**src/inc/sd_gap_ctrl_map.vh**
```
// Purpose: offsets, field positions, reset values and codes of the gap/power control block
// Assumes: byte addresses on an 8-bit avalon address, 32-bit data
// Notes:   definitions only
`ifndef SD_GAP_CTRL_MAP_VH
`define SD_GAP_CTRL_MAP_VH

// register byte offsets
`define CTRL_OFFSET      8'h28
`define STAT_OFFSET      8'hf0

// control register reset value and writable bits
`define CTRL_RESET       32'h0000_0000
`define CTRL_WMASK       32'h070f_0f07

// control register field positions
`define BIT_WAKE_REMOVE  26
`define BIT_WAKE_INSERT  25
`define BIT_WAKE_CARDINT 24
`define BIT_INT_AT_GAP   19
`define BIT_READ_WAIT    18
`define BIT_CONTINUE     17
`define BIT_STOP_AT_GAP  16
`define VSEL_HI          11
`define VSEL_LO          9
`define BIT_BUS_POWER    8
`define BIT_HIGH_SPEED   2
`define BIT_WIDTH4       1
`define BIT_LED          0

// bus voltage select codes
`define VSEL_3V3         3'h7
`define VSEL_3V0         3'h6
`define VSEL_1V8         3'h5

// status register field positions
`define ST_READ_ACTIVE   0
`define ST_WRITE_ACTIVE  1
`define ST_DAT_ACTIVE    2
`define ST_CMD_INH_DAT   3
`define ST_GAP_STOPPED   4
`define ST_SUPPLY_ON     5
`define ST_WAKE          6
`define ST_CARD_PRESENT  7
`define ST_STATE_LO      8
`define ST_STATE_HI      9

// data path states
`define DP_IDLE          2'h0
`define DP_ACTIVE        2'h1
`define DP_GAP           2'h2

`endif

```
**src/verilog/edge_sync.v**
```verilog
// Purpose: two-flop synchroniser with edge detection for pins
// Assumes: inputs asynchronous to core_clk
// Notes:   first stage feeds only the second stage
`timescale 1ns/1ps
module edge_sync #(
  parameter WIDTH = 2
) (
  input  wire             core_clk,
  input  wire             reset_n,
  input  wire [WIDTH-1:0] async_in,
  output wire [WIDTH-1:0] level_out,
  output wire [WIDTH-1:0] rise_out,
  output wire [WIDTH-1:0] fall_out
);

  genvar i;
  generate
    for (i = 0; i < WIDTH; i = i + 1) begin : g_bit
      reg meta_reg;
      reg sync_reg;
      reg last_reg;
      always @(posedge core_clk or negedge reset_n) begin
        if (!reset_n) begin
          meta_reg <= 1'b0;
          sync_reg <= 1'b0;
          last_reg <= 1'b0;
        end else begin
          meta_reg <= async_in[i];
          sync_reg <= meta_reg;
          last_reg <= sync_reg;
        end
      end
      assign level_out[i] = sync_reg;
      assign rise_out[i]  = sync_reg & ~last_reg;
      assign fall_out[i]  = ~sync_reg & last_reg;
    end
  endgenerate

endmodule // edge_sync

```
**src/verilog/sd_gap_power_ctrl.v**
```verilog
// Purpose: wake, block gap, bus power and host control register with its data path effects
// Assumes: avalon-mm slave with waitrequest; card clock and dat1 pins sampled by core_clk
// Notes:   transfer engine events arrive as same-clock pulses
//
// Behaviour
// - removal wake enable raises wake on removal
// - insertion wake enable raises wake on insertion
// - card interrupt wake enable raises wake
// - four-bit mode samples interrupts at gap
// - read wait drives dat2 in a read gap, else clock stops (read gaps only)
// - continue restarts, self-clears on activity rise
// - continue write ignored while stop set
// - stop request halts at next block gap
// - clearing both bits does not resume
// - stop request shapes present-state activity flags
// - voltage codes 111, 110, 101; others unpowered
// - no card clears bus power bit
// - high speed launches rising, else falling
// - width bit selects four or one bit
// - led bit drives activity lamp
// - data line reset clears continue and stop
`timescale 1ns/1ps
`include "sd_gap_ctrl_map.vh"
module sd_gap_power_ctrl (
  input  wire        core_clk,
  input  wire        reset_n,
  input  wire [7:0]  avs_address,
  input  wire        avs_read,
  input  wire        avs_write,
  input  wire [31:0] avs_writedata,
  input  wire [3:0]  avs_byteenable,
  output reg  [31:0] avs_readdata,
  output reg         avs_waitrequest,
  input  wire        card_removal_status,
  input  wire        card_insertion_status,
  input  wire        card_interrupt_status,
  input  wire        card_present,
  input  wire [2:0]  voltage_support,
  input  wire        dat_soft_reset,
  input  wire        xfer_start,
  input  wire        xfer_is_read,
  input  wire        block_gap,
  input  wire        xfer_last_done,
  input  wire        sd_clk_pin,
  input  wire        dat1_pin,
  output reg         wake_event,
  output reg         bus_supply_en,
  output reg  [2:0]  bus_voltage_sel,
  output reg         led_on,
  output reg         width4_mode,
  output reg         launch_strobe,
  output reg         read_transfer_active,
  output reg         write_transfer_active,
  output reg         dat_line_active,
  output reg         cmd_inhibit_dat,
  output reg         xfer_complete,
  output reg         dat2_out,
  output reg         dat2_oe,
  output reg         card_clk_stop,
  output reg         gap_int_sample,
  output reg         card_int_at_gap
);

  reg  [31:0] ctrl_reg;
  reg  [31:0] ctrl_next;
  reg  [1:0]  state_reg;
  reg  [1:0]  state_next;
  reg         dir_read_reg;
  reg         dir_read_next;
  reg         cont_clear;
  reg  [31:0] lane_mask;
  reg  [31:0] merged;
  reg  [31:0] status_word;
  reg         supply_ok;
  wire        bus_req;
  wire        bus_fire;
  wire        ctrl_wr;
  wire        clk_rise;
  wire        clk_fall;
  wire        dat1_level;

  // byte enables to a bit mask
  function [31:0] be_mask;
    input [3:0] be;
    begin
      be_mask = {{8{be[3]}}, {8{be[2]}}, {8{be[1]}}, {8{be[0]}}};
    end
  endfunction

  // address match against a register offset
  function addr_hit;
    input [7:0] addr;
    input [7:0] offset;
    begin
      addr_hit = (addr[7:2] == offset[7:2]);
    end
  endfunction

  // voltage code is a defined one and the host supports it
  function volt_ok;
    input [2:0] code;
    input [2:0] support;
    begin
      if (code == `VSEL_3V3) begin
        volt_ok = support[2];
      end else if (code == `VSEL_3V0) begin
        volt_ok = support[1];
      end else if (code == `VSEL_1V8) begin
        volt_ok = support[0];
      end else begin
        volt_ok = 1'b0;
      end
    end
  endfunction

  edge_sync #(
    .WIDTH     (1)
  ) u_clk_sync (
    .core_clk  (core_clk),
    .reset_n   (reset_n),
    .async_in  (sd_clk_pin),
    .level_out (),
    .rise_out  (clk_rise),
    .fall_out  (clk_fall)
  );

  edge_sync #(
    .WIDTH     (1)
  ) u_dat1_sync (
    .core_clk  (core_clk),
    .reset_n   (reset_n),
    .async_in  (dat1_pin),
    .level_out (dat1_level),
    .rise_out  (),
    .fall_out  ()
  );

  // avalon handshake: waitrequest drops one cycle after the request
  assign bus_req  = avs_read | avs_write;
  assign bus_fire = bus_req & ~avs_waitrequest;
  assign ctrl_wr  = bus_fire & avs_write & addr_hit(avs_address, `CTRL_OFFSET);

  // data path sequencing around block gaps
  always @* begin
    state_next    = state_reg;
    dir_read_next = dir_read_reg;
    case (state_reg)
      `DP_IDLE: begin
        if (xfer_start) begin
          state_next    = `DP_ACTIVE;
          dir_read_next = xfer_is_read;
        end
      end
      `DP_ACTIVE: begin
        if (xfer_last_done) begin
          state_next = `DP_IDLE;
        end else if (block_gap && ctrl_reg[`BIT_STOP_AT_GAP]) begin
          state_next = `DP_GAP;
        end
      end
      `DP_GAP: begin
        if (ctrl_reg[`BIT_CONTINUE] && !ctrl_reg[`BIT_STOP_AT_GAP]) begin
          state_next = `DP_ACTIVE;
        end
      end
      default: begin
        state_next = `DP_IDLE;
      end
    endcase
    if (dat_soft_reset) begin
      state_next = `DP_IDLE;
    end
  end

  // control register next value
  always @* begin
    lane_mask = be_mask(avs_byteenable);
    merged    = (ctrl_reg & ~lane_mask) | (avs_writedata & lane_mask);
    ctrl_next = ctrl_reg;
    // continue clears once the restarted transfer shows activity
    cont_clear = (state_reg == `DP_GAP) && (state_next == `DP_ACTIVE);
    if (cont_clear) begin
      ctrl_next[`BIT_CONTINUE] = 1'b0;
    end
    if (ctrl_wr) begin
      ctrl_next = (merged & `CTRL_WMASK) | (ctrl_next & ~`CTRL_WMASK & 32'h0000_0000);
      ctrl_next[`BIT_CONTINUE] = ctrl_reg[`BIT_CONTINUE] & ~cont_clear;
      if (lane_mask[`BIT_CONTINUE] && avs_writedata[`BIT_CONTINUE]
          && !ctrl_next[`BIT_STOP_AT_GAP]) begin
        ctrl_next[`BIT_CONTINUE] = 1'b1;
      end
    end
    if (!card_present) begin
      ctrl_next[`BIT_BUS_POWER] = 1'b0;
    end
    if (dat_soft_reset) begin
      ctrl_next[`BIT_CONTINUE]    = 1'b0;
      ctrl_next[`BIT_STOP_AT_GAP] = 1'b0;
    end
  end

  // own status word
  always @* begin
    status_word = 32'h0000_0000;
    status_word[`ST_READ_ACTIVE]  = read_transfer_active;
    status_word[`ST_WRITE_ACTIVE] = write_transfer_active;
    status_word[`ST_DAT_ACTIVE]   = dat_line_active;
    status_word[`ST_CMD_INH_DAT]  = cmd_inhibit_dat;
    status_word[`ST_GAP_STOPPED]  = (state_reg == `DP_GAP);
    status_word[`ST_SUPPLY_ON]    = bus_supply_en;
    status_word[`ST_WAKE]         = wake_event;
    status_word[`ST_CARD_PRESENT] = card_present;
    status_word[`ST_STATE_HI:`ST_STATE_LO] = state_reg;
    supply_ok = ctrl_reg[`BIT_BUS_POWER]
                & volt_ok(ctrl_reg[`VSEL_HI:`VSEL_LO], voltage_support);
  end

  // bus slave registers
  always @(posedge core_clk or negedge reset_n) begin
    if (!reset_n) begin
      avs_waitrequest <= 1'b1;
      avs_readdata    <= 32'h0000_0000;
    end else begin
      avs_waitrequest <= ~(bus_req & avs_waitrequest);
      if (avs_read && avs_waitrequest) begin
        if (addr_hit(avs_address, `CTRL_OFFSET)) begin
          avs_readdata <= ctrl_reg & `CTRL_WMASK;
        end else if (addr_hit(avs_address, `STAT_OFFSET)) begin
          avs_readdata <= status_word;
        end else begin
          avs_readdata <= 32'h0000_0000;
        end
      end
    end
  end

  // control state and data path state
  always @(posedge core_clk or negedge reset_n) begin
    if (!reset_n) begin
      ctrl_reg     <= `CTRL_RESET;
      state_reg    <= `DP_IDLE;
      dir_read_reg <= 1'b0;
    end else begin
      ctrl_reg     <= ctrl_next;
      state_reg    <= state_next;
      dir_read_reg <= dir_read_next;
    end
  end

  // registered outputs
  always @(posedge core_clk or negedge reset_n) begin
    if (!reset_n) begin
      wake_event            <= 1'b0;
      bus_supply_en         <= 1'b0;
      bus_voltage_sel       <= 3'h0;
      led_on                <= 1'b0;
      width4_mode           <= 1'b0;
      launch_strobe         <= 1'b0;
      read_transfer_active  <= 1'b0;
      write_transfer_active <= 1'b0;
      dat_line_active       <= 1'b0;
      cmd_inhibit_dat       <= 1'b0;
      xfer_complete         <= 1'b0;
      dat2_out              <= 1'b0;
      dat2_oe               <= 1'b0;
      card_clk_stop         <= 1'b0;
      gap_int_sample        <= 1'b0;
      card_int_at_gap       <= 1'b0;
    end else begin
      wake_event <= (ctrl_reg[`BIT_WAKE_REMOVE] & card_removal_status)
                  | (ctrl_reg[`BIT_WAKE_INSERT] & card_insertion_status)
                  | (ctrl_reg[`BIT_WAKE_CARDINT] & card_interrupt_status);
      bus_supply_en   <= supply_ok & card_present;
      bus_voltage_sel <= ctrl_reg[`VSEL_HI:`VSEL_LO];
      led_on          <= ctrl_reg[`BIT_LED];
      width4_mode     <= ctrl_reg[`BIT_WIDTH4];
      launch_strobe   <= ctrl_reg[`BIT_HIGH_SPEED] ? clk_rise : clk_fall;
      read_transfer_active  <= (state_next == `DP_ACTIVE) & dir_read_next;
      write_transfer_active <= (state_next == `DP_ACTIVE) & ~dir_read_next;
      dat_line_active       <= (state_next == `DP_ACTIVE);
      cmd_inhibit_dat       <= (state_next == `DP_ACTIVE);
      xfer_complete <= (state_reg == `DP_ACTIVE) && (state_next != `DP_ACTIVE)
                       && !dat_soft_reset;
      // read wait holds dat2 low during a read gap stop
      dat2_oe  <= (state_next == `DP_GAP) & dir_read_next
                  & ctrl_reg[`BIT_READ_WAIT];
      dat2_out <= 1'b0;
      card_clk_stop <= (state_next == `DP_GAP) & dir_read_next
                       & ~ctrl_reg[`BIT_READ_WAIT];
      gap_int_sample <= (state_reg == `DP_GAP) & ctrl_reg[`BIT_INT_AT_GAP]
                        & ctrl_reg[`BIT_WIDTH4];
      card_int_at_gap <= (state_reg == `DP_GAP) & ctrl_reg[`BIT_INT_AT_GAP]
                         & ctrl_reg[`BIT_WIDTH4] & ~dat1_level;
    end
  end

endmodule // sd_gap_power_ctrl

```
**config.mk**
```make
export PLATFORM = sky130hd
export DESIGN_NAME = sd_gap_power_ctrl
export DESIGN_NICKNAME = d
export VERILOG_FILES = /design/src/verilog/edge_sync.v /design/src/verilog/sd_gap_power_ctrl.v
export VERILOG_INCLUDE_DIRS = /design/src /design/src/inc
export SDC_FILE = /design/constraint.sdc
export NUM_CORES = 1
export LEC_CHECK = 0
export BUFFER_PORTS_ARGS = -buffer_cell sky130_fd_sc_hd__buf_4
export CORE_UTILIZATION = 46
export CTS_CLUSTER_DIAMETER = 40
export DETAILED_ROUTE_END_ITERATION = 8
export GPL_TIMING_DRIVEN = 0
export PLACE_DENSITY = 0.79
export SKIP_CTS_REPAIR_TIMING = 1
export SLEW_MARGIN = 20
export SYNTH_ARGS = -nofsm -noshare
export SYNTH_HDL_FRONTEND = slang
export SYNTH_SLANG_ARGS = --single-unit
```
**constraint.sdc**
```tcl
create_clock -name core_clk -period 1.85 [get_ports core_clk]
set_clock_uncertainty 0.15 [all_clocks]
set_input_delay 0.4625 -clock core_clk [delete_from_list [all_inputs] [get_ports core_clk]]
set_output_delay 0.4625 -clock core_clk [all_outputs]
set_load 0.005 [all_outputs]
```
## Word-level counts from Yosys, hierarchy flattened

Cells that the tools add are included.

| word-level totals | value |
|---|---|
| latch bits | 0 |
| memory bits (read-only) | 0 |
| register bits | 71 |
| memory bits (writable) | 0 |
| logic and storage cells | 106 |
| memories | 0 |

| cells by class | value |
|---|---|
| reduce and logical (&&, ||, !) cells | 14 |
| add/sub/neg operators | 0 |
| eq/ne operators | 11 |
| order comparisons | 0 |
| muxes and demuxes | 19 |
| multipliers | 0 |
| shift operators | 0 |
| divide/modulo/power cells | 0 |
| bitwise gates (word level) | 35 |

Operators by type and width:

| cell | number |
|---|---|
| 27-bit bitwise AND | 2 |
| 27-bit 2-to-1 mux | 1 |
| 27-bit inverter | 1 |
| 27-bit bitwise OR | 1 |
| 1-bit bitwise AND | 20 |
| 18-bit 2-to-1 mux | 1 |
| 2-bit 2-to-1 mux | 6 |
| 10-bit 2-to-1 mux | 1 |
| 3-bit == test, second input constant | 3 |
| 1-bit 2-to-1 mux | 9 |
| 1-bit logical AND | 8 |
| 1-bit inverter | 8 |
| 6-bit by 4-bit == test with 1-bit output, second input constant | 1 |
| 6-bit == test, second input constant | 1 |
| 2-bit case mux with 3 select lines | 1 |
| 2-bit by 1-bit == test with 1-bit output, second input constant | 2 |
| 2-bit == test, second input constant | 2 |
| 2-bit by 1-bit != test with 1-bit output, second input constant | 2 |
| 1-bit zero test | 3 |
| 1-bit bitwise OR | 3 |
| 3-bit nonzero test | 1 |
| 2-bit zero test | 1 |
| 2-bit nonzero test | 1 |

## Logic depth before layout (Yosys ltp)

| depth | value |
|---|---|
| depth in word-level cells | 12 |
| mapped depth | 5 |
| mapped depth without buffers | 3 |

## Modules after synthesis

A second synthesis with hierarchy kept.

| unflattened totals | value |
|---|---|
| cells, all modules | 218 |
| area total of the unflattened synthesis | 2472.4 sq um |

Modules (own cells, without submodules):

| module | seq. area each (sq um) | cells an instance | instances | area an instance (sq um) |
|---|---|---|---|---|
| sd_gap_power_ctrl | 1327.5 | 208 | 1 | 2292.2 |
| edge_sync | 75.1 | 5 | 2 | 90.1 |

## Worst setup path after synthesis

Ideal clock, no wire load.

| timing | value |
|---|---|
| kind | input to register |
| from | in avs_address[4] |
| to | reg (tool-made name) |
| path buffers | 1 |
| setup slack | -0.004 ns |
| required time | 1.575 ns |
| setup time | 0.125 ns |
| arrival time | 1.579 ns |
| cell stages on the path | 4 |
| cells stage by stage | nor4b_4 and4_1 buf_2 mux2_2 |

RTL lines:

| item | line | source |
|---|---|---|
| start, declared | sd_gap_power_ctrl.v:27 | `input wire [7:0] avs_address,` |

## Worst setup path in the final report

| timing | value |
|---|---|
| from | reg avs_waitrequest |
| to | reg avs_readdata[3] |

| on the way | value |
|---|---|
| cells in the longest elaborated chain, start to end | 1 |

Ends and longest elaborated chain:

| item | line | source |
|---|---|---|
| start, declared | sd_gap_power_ctrl.v:33 | `output reg avs_waitrequest,` |
| start signal, assigned | sd_gap_power_ctrl.v:224 | `avs_waitrequest <= ~(bus_req & avs_waitrequest);` |
| 1-bit logical AND | sd_gap_power_ctrl.v:225 | `if (avs_read && avs_waitrequest) begin` |
| end signal, assigned | sd_gap_power_ctrl.v:227 | `` avs_readdata <= ctrl_reg & `CTRL_WMASK; `` |
| end signal, assigned | sd_gap_power_ctrl.v:229 | `avs_readdata <= status_word;` |
| end, declared | sd_gap_power_ctrl.v:32 | `output reg [31:0] avs_readdata,` |

No other way between the ends.
A chain may end at the register's enable or synchronous reset.

==> results.json <==
{
  "syn_inst": 215,
  "fmax_mhz": 587.7,
  "r2r-start": "avs_waitrequest$_DFF_PN1_",
  "crit_fanout": 10,
  "start_kind": "flip-flop",
  "fin_ws_ps": 148.6,
  "gr-total-overflow": 0,
  "period_minus_slack_ps": 1701,
  "drt_pass1_iterations": 4,
  "routedWlPerCell_um": 13.63,
  "fin_total_pwr_mw": 2.831,
  "clkSlewWorstSetupHoldPaths_ps": 60,
  "ir_drop_mv": 0.4945,
  "finalHoldViolations": 0,
  "final_nets": 380,
  "p_leak_nw": 1.699,
  "maxCapViolCount": 0,
  "seqCellArea_sq_um": 1453,
  "r2r_cells": 4,
  "area_growth_pct": 38.75,
  "grt_max_degree": 59,
  "io_buffers": 77,
  "clk_latency_ps": 330,
  "post_route_cells_drive_above_1_share": 0.3901,
  "synth_flop_cell": "dfrtp_1",
  "rrSetupSlack_ps": 150,
  "dpl.cell_count": 375,
  "routabilityCongestion": 0.7810,
  "ys_warn_count": 0,
  "worstMarginPinSlew_ps": 691.3,
  "rsz0062_at_grt": "no",
  "cp-end-kind": "flip-flop",
  "first_global_vias": 1866,
  "fin_cells": 393,
  "ys_ff_latch": 58,
  "yosysUniqueCellTypes": 38,
  "die_w_um": 74.61,
  "vias_per_cell": 4.936,
  "grt_usage": 0.2113,
  "first_iter_violations": 60,
  "status": "completed",
  "synthArstFlopShare": 1.000,
  "via_count": 1940,
  "clockRootBuffer": "clkbuf_8",
  "htree_num_levels": 3,
  "fin_tns_setup_ps": 0,
  "cts_buffers": 9,
  "detail-route-antenna-nets": 0,
  "synth_edf_count": 0,
  "drc_errors": 0,
  "worstSetupStartpoint": "avs_waitrequest$_DFF_PN1_",
  "pre_cts_ws_ps": -316.7,
  "cts_tree": "done",
  "antenna_found_initial": 0,
  "period_share": 0.9197,
  "ioPinCount": 113,
  "dp_hpwl_mm": 3.859,
  "clock_path_buffers": 2,
  "dieArea_sq_um": 5566,
  "arrival_ps": 1820,
  "yosys.area.top_type": "dfrtp_1",
  "grt_pass1_wl_mm": 8.514,
  "core_sq_um": 5107,
  "drv_slew": 0,
  "multi_input_area_sq_um": 877.1,
  "min-delay-path-class": "input port to asynchronous set/reset pin",
  "wl_mm": 5.357,
  "num_rows": 26,
  "crit_type": "flip-flop to flip-flop",
  "power_density_nw_per_um2": 841.4,
  "antennaDiodeCount": 0,
  "die_h_um": 74.61,
  "fillerInstances": 402,
  "setup_viol": 0,
  "required_ps": 1970,
  "synth_top_area_frac": 0.5882,
  "yosysSeqAreaShare": 0.5991,
  "start_util": 0.4748,
  "ys_top_cells_by_area": "dfrtp_1, mux2_2, nand2_1, buf_4, o21ai_0",
  "cts.sinks": 58,
  "slew-limit-headroom": 0.5391,
  "syn_area_sq_um": 2425,
  "avgSynthCellArea_sq_um": 11.28,
  "fin_util": 0.6587,
  "reg2reg_to": "avs_readdata[3]$_DFFE_PN0P_"
}
## how the worst max path moves through the flow
stage	endpoint	slack, ps	depth (start not counted)
finish	avs_readdata[3]$_DFFE_PN0P_	150	4
global route	avs_readdata[2]$_DFFE_PN0P_	7	4
CTS	flip-flop	30	5
detailed placement	flip-flop	-320	5
global placement	flip-flop	-340	5
floorplan	flip-flop	-4	4
## through the flow
| step | hold slack [ps] | area, sq um |
|---|---|---|
| final | 29.24 | 3364 |
| after detailed placement | 198.3 | 3139 |
| after CTS | 45.17 | 3337 |
| after floorplan | 16.91 | 2474 |
| after global placement | 184.0 | 3139 |
| after global routing | 77.83 | 3364 |
## synth_stat cells, types with 4 or more instances
library cell,instances
nor2b_1,5
nand4_1,5
nand3_1,10
nand2_1,34
nor2_1,5
nand2b_1,7
o21ai_0,15
buf_4,15
dfrtp_1,57
a31oi_1,4
clkbuf_1,8
mux2_2,12
## layout by cell type (no fill, tap or decap), types with 2 or more instances in the layout
cell	count
o21ai_0	15
clkbuf_8	11
nand3_1	10
nand3b_1	3
nand4_1	5
nand2_1	34
nor2b_1	5
mux2_2	12
clkbuf_1	10
a31oi_1	4
conb_1	14
buf_4	94
dfrtp_1	57
mux2i_1	2
a211oi_1	2
nand2b_1	7
a21o_1	3
a21oi_1	3
nor3b_1	3
nor2_1	5
## logic make-up after synthesis
logic type,after synthesis,share of synthesized area
DFF,58,0.5991
other,1,0.001547
AOI/OAI and AO/OA,32,0.08049
and+or+nand+nor,84,0.1909
muxes,14,0.06398
buffers and inverters,26,0.06398
## critical path: stages (launching register included)
cell      delay (ps)
dfstp_2          550
and2_0           280
clkbuf_1         360
nand4_1          190
nand2_1          100
## power breakdown
group,switching [mW],internal (mW)
logic,0.138,0.164
clock network,0.475,0.695
registers,0.0345,1.32
## metal layers
layer	part of all wire	routed length [um]	track usage
met5	0	0	0
met4	0.020	106	0.1195
met3	0.057	308	0.05014
met2	0.49	2644	0.3403
met1	0.43	2298	0.2612
## final cells by class
class | instances | area share
buffer | 25 | 0.04537
clock buffer | 14 | 0.04835
clock inverter | 2 | 0.01041
inverter | 1 | 0.001116
multi-input combinational | 144 | 0.2607
sequential | 58 | 0.4318
tap | 70 | 0.02603
timing repair buffer | 79 | 0.1763
Power figures use the tool's default switching activity.
